**src/common/synth_params.svh**
```systemverilog
// Overview of operation
// - Each serial clock rising edge shifts one data bit into the 24-bit register.
// - Words arrive MSB first; the first bit ends at bit 23.
// - Load strobe rising edge copies the word into exactly one latch.
// - Select 00 control, 01 reference, 10 feedback, 11 factory test.
// - Precision clear: lock after three consecutive cycles under 15 ns error.
// - Precision set: lock after five consecutive cycles under 15 ns error.
// - Lock holds until power-down or until any later cycle shows error above 25 ns.
// - Control bits 7..5 choose the signal driving the test output pin.
// - Band selection starts at power-up and on each feedback latch write.
// - Band selection lasts five band clock cycles with tuning tied to reference.
// - Band clock is reference output prescaled by 1, 2, 4 or 8.
// - Control bits 3..2 select one of four core current steps.
// - Control bits 13..12 select one of four output drive levels.
// - With mute bit 11 set, output supply stays off until lock.
// - Control latch fields occupy bits 23 down to 2 as listed.
// - Feedback latch holds route, half-rate, gain, B count, reserved, A count.
// - Detector compares reference output with feedback output, ratio B*P+A.
// - Reference latch two-bit field sets antibacklash pulse width.
// - Feedback bit 22 enables half-rate output, halving tuning gain.
// - Chip-on low powers down and three-states the pump.
// - Serial input register stays active while powered down.
`ifndef SYNTH_PARAMS_SVH
`define SYNTH_PARAMS_SVH
`define WORD_W          24
`define SEL_CONTROL     2'h0
`define SEL_REFERENCE   2'h1
`define SEL_FEEDBACK    2'h2
`define SEL_TEST        2'h3
`define LOCK_SET_NS     15
`define LOCK_LOSE_NS    25
`define CLK_PERIOD_PS   5000
`define LOCK_SET_CYC    ((`LOCK_SET_NS * 1000) / `CLK_PERIOD_PS)
`define LOCK_LOSE_CYC   ((`LOCK_LOSE_NS * 1000 + `CLK_PERIOD_PS - 1) / `CLK_PERIOD_PS)
`define LOCK_CNT_LO     3'h3
`define LOCK_CNT_HI     3'h5
`define BAND_CYCLES     3'h5
`define CTRL_RESET      24'h000000
`define REF_RESET       24'h000000
`define FB_RESET        24'h000000
`endif

```
**src/common/synth_pkg.sv**
```systemverilog
package synth_pkg;
   typedef struct packed {
      logic [1:0] prescaler_ratio;
      logic [1:0] powerdown_ctl;
      logic [2:0] pump_current_b;
      logic [2:0] pump_current_a;
      logic [1:0] drive_level;
      logic       mute_until_locked;
      logic       pump_gain_select;
      logic       pump_tristate;
      logic       detector_polarity;
      logic [2:0] output_select;
      logic       counter_clear;
      logic [1:0] core_current;
      logic [1:0] latch_select;
   } control_s;
   typedef struct packed {
      logic [1:0]  reserved;
      logic [1:0]  band_clock_div;
      logic        test_mode;
      logic        lock_precision_select;
      logic [1:0]  antibacklash_width;
      logic [13:0] ref_count;
      logic [1:0]  latch_select;
   } reference_s;
   typedef struct packed {
      logic        half_rate_route;
      logic        half_rate_enable;
      logic        pump_gain_select;
      logic [12:0] b_count;
      logic        reserved;
      logic [4:0]  a_count;
      logic [1:0]  latch_select;
   } feedback_s;
   typedef enum logic [1:0] {
      BAND_IDLE = 2'b00,
      BAND_WAIT = 2'b01,
      BAND_RUN  = 2'b10
   } band_state_e;
endpackage : synth_pkg

```
**src/logic/sync2.sv**
```systemverilog
`timescale 1ns/1ps
module sync2 (
   input  wire logic CLK,
   input  wire logic RSTN,
   input  wire logic d,
   output logic      q
);
   logic meta_reg;
   always_ff @(posedge CLK or negedge RSTN) begin
      if (!RSTN) begin
         meta_reg <= 1'b0;
         q        <= 1'b0;
      end else begin
         meta_reg <= d;
         q        <= meta_reg;
      end
   end
endmodule : sync2

```
**src/logic/synth_serial_latch_lockdetect.sv**
```systemverilog
`timescale 1ns/1ps
`include "synth_params.svh"
module synth_serial_latch_lockdetect (
   // Clock and reset
   input  wire logic        CLK,
   input  wire logic        RSTN,
   // Three-wire serial link
   input  wire logic        SCLK,
   input  wire logic        SDATA,
   input  wire logic        LOAD_STROBE,
   // Chip-on pin
   input  wire logic        CHIP_ON,
   // Detector inputs from the dividers, plus scaled RF for the test output pin
   input  wire logic        REF_DIV_OUT,
   input  wire logic        FB_DIV_OUT,
   input  wire logic        RF_SCALED,
   // Outputs
   output logic             TEST_OUTPUT_PIN,
   output logic             LOCK_DETECT,
   output logic             BAND_SELECT_ACTIVE,
   output logic             TUNE_TO_REFERENCE,
   output logic             RF_SUPPLY_ON,
   output logic             PUMP_TRISTATE,
   output logic             POWERED_DOWN,
   output logic             HALF_RATE_ON,
   output logic [1:0]       CORE_CURRENT,
   output logic [1:0]       DRIVE_LEVEL,
   output logic [1:0]       ANTIBACKLASH_WIDTH,
   output logic [12:0]      B_COUNT,
   output logic [4:0]       A_COUNT,
   output logic [1:0]       PRESCALER_RATIO
);

   logic sclk_s, sdata_s, strobe_s, chip_on_s, ref_s, fb_s, rf_s;
   sync2 u_sclk   (.CLK(CLK), .RSTN(RSTN), .d(SCLK),        .q(sclk_s));
   sync2 u_sdata  (.CLK(CLK), .RSTN(RSTN), .d(SDATA),       .q(sdata_s));
   sync2 u_strobe (.CLK(CLK), .RSTN(RSTN), .d(LOAD_STROBE), .q(strobe_s));
   sync2 u_chipon (.CLK(CLK), .RSTN(RSTN), .d(CHIP_ON),     .q(chip_on_s));
   sync2 u_ref    (.CLK(CLK), .RSTN(RSTN), .d(REF_DIV_OUT), .q(ref_s));
   sync2 u_fb     (.CLK(CLK), .RSTN(RSTN), .d(FB_DIV_OUT),  .q(fb_s));
   sync2 u_rf     (.CLK(CLK), .RSTN(RSTN), .d(RF_SCALED),   .q(rf_s));

   logic                   sclk_d_reg, strobe_d_reg, ref_d_reg, fb_d_reg;
   logic [`WORD_W-1:0]     shift_reg;
   synth_pkg::control_s    ctrl_reg;
   synth_pkg::reference_s  refl_reg;
   synth_pkg::feedback_s   fbl_reg;
   logic [`WORD_W-1:0]     test_reg;
   logic                   sclk_rise, strobe_rise, ref_rise, fb_rise;
   logic                   fb_write;

   always_ff @(posedge CLK or negedge RSTN) begin
      if (!RSTN) begin
         sclk_d_reg   <= 1'b0;
         strobe_d_reg <= 1'b0;
         ref_d_reg    <= 1'b0;
         fb_d_reg     <= 1'b0;
      end else begin
         sclk_d_reg   <= sclk_s;
         strobe_d_reg <= strobe_s;
         ref_d_reg    <= ref_s;
         fb_d_reg     <= fb_s;
      end
   end
   assign sclk_rise   = sclk_s & ~sclk_d_reg;
   assign strobe_rise = strobe_s & ~strobe_d_reg;
   assign ref_rise    = ref_s & ~ref_d_reg;
   assign fb_rise     = fb_s & ~fb_d_reg;

   // Shifts regardless of power state
   always_ff @(posedge CLK or negedge RSTN) begin
      if (!RSTN) begin
         shift_reg <= '0;
      end else if (sclk_rise) begin
         shift_reg <= {shift_reg[`WORD_W-2:0], sdata_s};
      end
   end

   always_ff @(posedge CLK or negedge RSTN) begin
      if (!RSTN) begin
         ctrl_reg <= `CTRL_RESET;
         refl_reg <= `REF_RESET;
         fbl_reg  <= `FB_RESET;
         test_reg <= '0;
      end else if (strobe_rise) begin
         unique case (shift_reg[1:0])
            `SEL_CONTROL:   ctrl_reg <= shift_reg;
            `SEL_REFERENCE: refl_reg <= shift_reg;
            `SEL_FEEDBACK:  fbl_reg  <= shift_reg;
            `SEL_TEST:      test_reg <= shift_reg;
         endcase
      end
   end
   assign fb_write = strobe_rise && (shift_reg[1:0] == `SEL_FEEDBACK);

   // Power-down: pin low or software power-down bit
   logic pd_now;
   assign pd_now = ~chip_on_s | ctrl_reg.powerdown_ctl[0];

   // Phase error timer: cycles between the two divider edges
   logic [7:0] err_cnt_reg;
   logic       err_open_reg;
   always_ff @(posedge CLK or negedge RSTN) begin
      if (!RSTN) begin
         err_open_reg <= 1'b0;
         err_cnt_reg  <= 8'h00;
      end else if (ref_rise ^ fb_rise) begin
         err_open_reg <= ~err_open_reg;
         err_cnt_reg  <= 8'h00;
      end else if (err_open_reg && err_cnt_reg != 8'hFF) begin
         err_cnt_reg <= err_cnt_reg + 8'h01;
      end
   end

   // A detector cycle ends when the error window closes or both edges meet;
   // judging at the reference edge alone would miss a lagging feedback edge
   logic       pd_cycle, err_small, err_big, both_rise;
   logic [2:0] good_cnt_reg;
   logic [2:0] need;
   assign both_rise = ref_rise & fb_rise;
   assign pd_cycle  = both_rise | ((ref_rise ^ fb_rise) & err_open_reg);
   // Window count is one less than the edge spacing in clocks
   assign err_small = both_rise |
                      (err_cnt_reg < 8'(`LOCK_SET_CYC - 1));
   assign err_big   = ~both_rise &
                      (err_cnt_reg >= 8'(`LOCK_LOSE_CYC));
   assign need = refl_reg.lock_precision_select ? `LOCK_CNT_HI
                                                : `LOCK_CNT_LO;

   always_ff @(posedge CLK or negedge RSTN) begin
      if (!RSTN) begin
         good_cnt_reg <= 3'h0;
         LOCK_DETECT  <= 1'b0;
      end else if (pd_now) begin
         good_cnt_reg <= 3'h0;
         LOCK_DETECT  <= 1'b0;
      end else if (pd_cycle) begin
         if (err_small) begin
            if (good_cnt_reg != 3'h7) good_cnt_reg <= good_cnt_reg + 3'h1;
            if (good_cnt_reg + 3'h1 >= need) LOCK_DETECT <= 1'b1;
         end else begin
            good_cnt_reg <= 3'h0;
         end
         if (LOCK_DETECT && err_big) LOCK_DETECT <= 1'b0;
      end
   end

   // Band clock prescale from reference edges
   logic [2:0] bdiv_reg;
   logic       band_tick;
   always_ff @(posedge CLK or negedge RSTN) begin
      if (!RSTN) begin
         bdiv_reg <= 3'h0;
      end else if (ref_rise) begin
         bdiv_reg <= bdiv_reg + 3'h1;
      end
   end
   always_comb begin
      unique case (refl_reg.band_clock_div)
         2'h0: band_tick = ref_rise;
         2'h1: band_tick = ref_rise & bdiv_reg[0];
         2'h2: band_tick = ref_rise & (&bdiv_reg[1:0]);
         2'h3: band_tick = ref_rise & (&bdiv_reg);
      endcase
   end

   synth_pkg::band_state_e band_st_reg;
   logic [2:0]             band_cnt_reg;
   always_ff @(posedge CLK or negedge RSTN) begin
      if (!RSTN) begin
         band_st_reg  <= synth_pkg::BAND_WAIT;
         band_cnt_reg <= 3'h0;
      end else if (fb_write) begin
         band_st_reg  <= synth_pkg::BAND_WAIT;
         band_cnt_reg <= 3'h0;
      end else begin
         unique case (band_st_reg)
            synth_pkg::BAND_IDLE: band_cnt_reg <= 3'h0;
            synth_pkg::BAND_WAIT:
               if (band_tick) band_st_reg <= synth_pkg::BAND_RUN;
            synth_pkg::BAND_RUN:
               if (band_tick) begin
                  if (band_cnt_reg == `BAND_CYCLES - 3'h1) begin
                     band_st_reg  <= synth_pkg::BAND_IDLE;
                     band_cnt_reg <= 3'h0;
                  end else begin
                     band_cnt_reg <= band_cnt_reg + 3'h1;
                  end
               end
            default: band_st_reg <= synth_pkg::BAND_IDLE;
         endcase
      end
   end

   // Registered outputs
   logic mux_val;
   always_comb begin
      unique case (ctrl_reg.output_select)
         3'h1:    mux_val = LOCK_DETECT;
         3'h2:    mux_val = ref_s;
         3'h4:    mux_val = rf_s;
         3'h5:    mux_val = ~LOCK_DETECT;
         3'h6:    mux_val = 1'b1;
         default: mux_val = 1'b0;
      endcase
   end

   always_ff @(posedge CLK or negedge RSTN) begin
      if (!RSTN) begin
         TEST_OUTPUT_PIN    <= 1'b0;
         BAND_SELECT_ACTIVE <= 1'b0;
         TUNE_TO_REFERENCE  <= 1'b0;
         RF_SUPPLY_ON       <= 1'b0;
         PUMP_TRISTATE      <= 1'b1;
         POWERED_DOWN       <= 1'b1;
         HALF_RATE_ON       <= 1'b0;
         CORE_CURRENT       <= 2'h0;
         DRIVE_LEVEL        <= 2'h0;
         ANTIBACKLASH_WIDTH <= 2'h0;
         B_COUNT            <= 13'h0000;
         A_COUNT            <= 5'h00;
         PRESCALER_RATIO    <= 2'h0;
      end else begin
         TEST_OUTPUT_PIN    <= mux_val;
         BAND_SELECT_ACTIVE <= band_st_reg == synth_pkg::BAND_RUN;
         TUNE_TO_REFERENCE  <= band_st_reg == synth_pkg::BAND_RUN;
         RF_SUPPLY_ON       <= ~pd_now & (~ctrl_reg.mute_until_locked |
                                          LOCK_DETECT);
         PUMP_TRISTATE      <= pd_now | ctrl_reg.pump_tristate;
         POWERED_DOWN       <= pd_now;
         HALF_RATE_ON       <= fbl_reg.half_rate_enable;
         CORE_CURRENT       <= ctrl_reg.core_current;
         DRIVE_LEVEL        <= ctrl_reg.drive_level;
         ANTIBACKLASH_WIDTH <= refl_reg.antibacklash_width;
         B_COUNT            <= fbl_reg.b_count;
         A_COUNT            <= fbl_reg.a_count;
         PRESCALER_RATIO    <= ctrl_reg.prescaler_ratio;
      end
   end
endmodule : synth_serial_latch_lockdetect

```
**config.mk**
```make
export PLATFORM = sky130hd
export DESIGN_NAME = synth_serial_latch_lockdetect
export DESIGN_NICKNAME = d
export VERILOG_FILES = /design/src/common/synth_pkg.sv /design/src/logic/sync2.sv /design/src/logic/synth_serial_latch_lockdetect.sv
export VERILOG_INCLUDE_DIRS = /design/src /design/src/common
export SDC_FILE = /design/constraint.sdc
export NUM_CORES = 1
export LEC_CHECK = 0
export BUFFER_PORTS_ARGS = -buffer_cell sky130_fd_sc_hd__clkbuf_2
export CELL_PAD_IN_SITES_DETAIL_PLACEMENT = 2
export CELL_PAD_IN_SITES_GLOBAL_PLACEMENT = 2
export CORE_AREA = 2 2 117 119
export CTS_CLUSTER_SIZE = 40
export DETAILED_ROUTE_END_ITERATION = 10
export DIE_AREA = 0 0 119 121
export PLACE_DENSITY_LB_ADDON = 0.05
export SLEW_MARGIN = 25
export SYNTH_ARGS = -nofsm -noshare
export SYNTH_HDL_FRONTEND = slang
export SYNTH_HIERARCHICAL = 1
export SYNTH_SLANG_ARGS = --single-unit
```
**constraint.sdc**
```tcl
create_clock -name CLK -period 1.8 [get_ports CLK]
set_input_delay 0 -clock CLK [delete_from_list [all_inputs] [get_ports CLK]]
set_output_delay 0 -clock CLK [all_outputs]
set_load 0.02 [all_outputs]
```
==> results.sh <==
export IMPL_status="completed"
export IMPL_rr_endpoint="band_cnt_reg[2]"
export IMPL_largest_reg_flops=24
export IMPL_syn_nets=345
export IMPL_crit_type="reg2reg"
export IMPL_clk_pin_slew_ps=60
export IMPL_coreArea_sq_mm=0.0131
export IMPL_synth_most_common_cell="dfrtp_1"
export IMPL_avgSynthCellArea_sq_um=15.0
export IMPL_synth_cell_type_count=47
export IMPL_diodes=0
export IMPL_crit_fanout=4
export IMPL_power_w=0.00924
export IMPL_finClkSkew_ps=6.88
export IMPL_finalCriticalPeriod_ps=1720
export IMPL_yosys_area_share_simple=0.0628
export IMPL_die_w_microns=119
export IMPL_setup_viol=0
export IMPL_yosys_top_cells_area="dfrtp_1 66%, mux2_2 14%, ha_1 3.1%, dfstp_2 1.6%, inv_1 0.93%"
export IMPL_crit_required_ps=2120
export IMPL_fin_nets=417
export IMPL_initial_utilization=0.372
export IMPL_syn_inst=324
export IMPL_die_h_microns=121
export IMPL_synth_compound_area_frac=0.0525
export IMPL_clk_latency_ps=410
export IMPL_cts_tree="done"
export IMPL_yosysTopAreaCell="dfrtp_1"
export IMPL_combPwrFrac=0.167
export IMPL_final_max_slew_viol_count=0
export IMPL_dpl_hpwl_microns=6340
export IMPL_crit_chain="ha_4, ha_1, mux2_4, o221ai_2, or4_1, o31ai_1"
export IMPL_drt_pass1_iter_count=4
export IMPL_seqPwrFrac=0.443
export IMPL_ioPinCount=43
export IMPL_ant_nets=0
export IMPL_critPathSlowestCell="or4_1"
export IMPL_area_growth_pct=26.5
export IMPL_rows=42
export IMPL_endpoint_kind="flop"
export IMPL_synth_xor_area_frac=0.0144
export IMPL_arrival_ps=2040
export IMPL_worst_slew_pin_slew_ps=425
export IMPL_ys_seq_area_frac=0.675
export IMPL_crit_family="simple AND/OR/NAND/NOR gates"
export IMPL_synth_area_mux_share=0.143
export IMPL_post_route_period_util=0.958
export IMPL_synth_top_flop_cell="dfrtp_1"
export IMPL_start_kind="flop"
export IMPL_vias_per_cell=4.84
export IMPL_fmax_mhz=580
export IMPL_antenna_found_initial=0
export IMPL_netlist_area_leader_share=0.658
export IMPL_synth_adder_area_share=0.0309
export IMPL_drt_wirelength_per_cell_microns=17.5
export IMPL_cap_viol_max_count=0
export IMPL_ys_async_sr_fraction=1.00
export IMPL_synth_edf_count=0
export IMPL_drc=0
export IMPL_grt_max_degree=44
export IMPL_grt_pass1_vias=3234
export IMPL_r2r_slack_ps=80
export IMPL_htreeDepth=4
export IMPL_synth_area_sq_mm=0.00486
export IMPL_setup_tns_ps=0
export IMPL_grt_overflow_total=0
export IMPL_synth_common_cells="128 x dfrtp_1, 61 x mux2_2, 12 x ha_1, 12 x inv_1, 11 x nand2_1"
export IMPL_cts_inserted_buffers=17
export IMPL_wl_microns=10200
export IMPL_cellLeakagePower_nw=2.93
export IMPL_synth_top_family_by_area="multiplexers"
export IMPL_vias=2829
export IMPL_fillers=1273
export IMPL_clkPwrFrac=0.390
export IMPL_reg2reg_from="bdiv_reg[0]"
export IMPL_worstHoldPathType="in2async"
export IMPL_synth_seq_cells=131
export IMPL_power_density_mw_per_mm2=1500
export IMPL_die_area_sq_mm=0.0144
export IMPL_cts_buffer_depth=2
export IMPL_ir_worst_vdd_uv=975
export IMPL_sw_frac_of_total=0.282
export IMPL_switchingPower_w=0.00261
export IMPL_internal_power_w=0.00663
export IMPL_worst_r2r_path_depth=6
export IMPL_rsz0062_at_grt="yes"
export IMPL_gp_congestion=0.731
export IMPL_grt_pass1_wl_microns=17600
export IMPL_stdcell_count=585
export IMPL_cts_root_buf="clkbuf_16"
export IMPL_clock_sinks=131
export IMPL_slew_headroom=0.717
export IMPL_post_cts_buffers=0
export IMPL_path_buf_inv=0
export IMPL_cpPeakStageDelay_ps=490
export IMPL_dp_cells=544
export IMPL_port_buffers=42
export IMPL_initialDrtViolationCount=138
export IMPL_hold_viol=0
export IMPL_drive_above_1_share=0.413
export IMPL_grt_util_all_layers=0.162
export IMPL_yosysWarnings=6
-- per-layer routing --
layer / share of wire / wire [microns] / global-route usage / vias to the layer above
met1: 0.45 / 4600 / 0.206 / 1503
met5: 0 / 0 / 0 / -
met2: 0.51 / 5210 / 0.265 / 33
li1: - / - / - / 1284
met3: 0.027 / 275 / 0.0498 / 9
met4: 0.013 / 130 / 0.0536 / 0
-- kinds of logic (layout without fill, tap and decap cells) --
kind of cell	count (synthesis)	in the layout
buffers and inverters	24	108
DFF	131	131
muxes	62	62
adders and majority gates	12	12
xor gates and xnor gates	8	8
and+or+nand+nor	52	52
AOI/OAI and AO/OA	35	36
-- what timing repair did --
action                     CTS  global route
setup endpoints to repair    4             6
hold buffers                 8             0
hold endpoints to repair   136             0
gates cloned                 1             0
pin swaps                    1             5
gates resized for setup      2             5
-- worst max path at each step --
stage	from	endpoint	slack (ps)	cells past startpoint
after floorplan	u_ref/q	good_cnt_reg[1]	90	7
after detailed placement	bdiv_reg[0]	band_st_reg[1]	-30	6
after CTS	bdiv_reg[0]	band_cnt_reg[2]	3	6
after global routing	bdiv_reg[0]	band_cnt_reg[2]	-20	6
after global placement	bdiv_reg[0]	band_cnt_reg[1]	50	6
final	bdiv_reg[0]	band_cnt_reg[2]	80	6
-- power by group through the flow --
| stage | Combinational [W] | Sequential [W] | Clock, W |
|---|---|---|---|
| 2_1_floorplan | 0.000811 | 0.00419 | 0 |
| 3_3_place_gp | 0.00143 | 0.00410 | 0 |
| 3_5_place_dp | 0.00147 | 0.00413 | 0 |
| 4_1_cts | 0.00155 | 0.00410 | 0.00371 |
| 5_1_grt | 0.00174 | 0.00422 | 0.00383 |
| 6_report | 0.00155 | 0.00409 | 0.00360 |
-- metrics by stage --
step	utilization	instance area (sq um)	setup slack, ps	hold WS (ps)
after floorplan	-	4870	89.6	-296
after global placement	0.412	5400	46.4	-60.1
after detailed placement	0.412	5400	-29.3	-54.4
after CTS	0.469	6130	3.03	68.6
after global routing	0.470	6150	-17.7	93.5
final	0.470	6150	75.9	65.3
-- cells in the final DEF (no fill, tap or decap), types with 3 or more instances in the layout --
cell type      Yosys  layout
dfstp_2            3       3
clkinv_4           0       7
xor2_1             4       4
a21oi_1            7       7
dlygate4sd3_1      0       8
clkbuf_2           1      41
a211oi_1           3       3
xnor2_1            4       4
nand2b_1           3       3
buf_4              2      12
mux2_2            61      60
nor2b_1            4       3
nand2_1           11      11
nand3_1            6       6
clkbuf_16          0      17
ha_1              12      11
inv_1             12      12
nor2_1             7       7
o21ai_0            8       7
bufinv_16          0       3
dfrtp_1          128     127
nor3_1             4       4
-- cell type report --
type	instances	area (sq um)	area share
flip-flops and latches	131	3280	0.534
multi-input cells	170	1550	0.252
clock buffers	19	453	0.0736
repair buffers	64	427	0.0694
well taps	176	220	0.0358
clock inverters	13	174	0.0283
inverters	12	45.0	0.00732
-- worst register-to-register path: stages (launching register included) --
cell      delay (ps)
dfrtp_1          410
ha_4             190
ha_1             150
mux2_4           180
o221ai_2         150
or4_1            490
o31ai_1           70
Note: power is estimated with default switching activity, not from simulation.
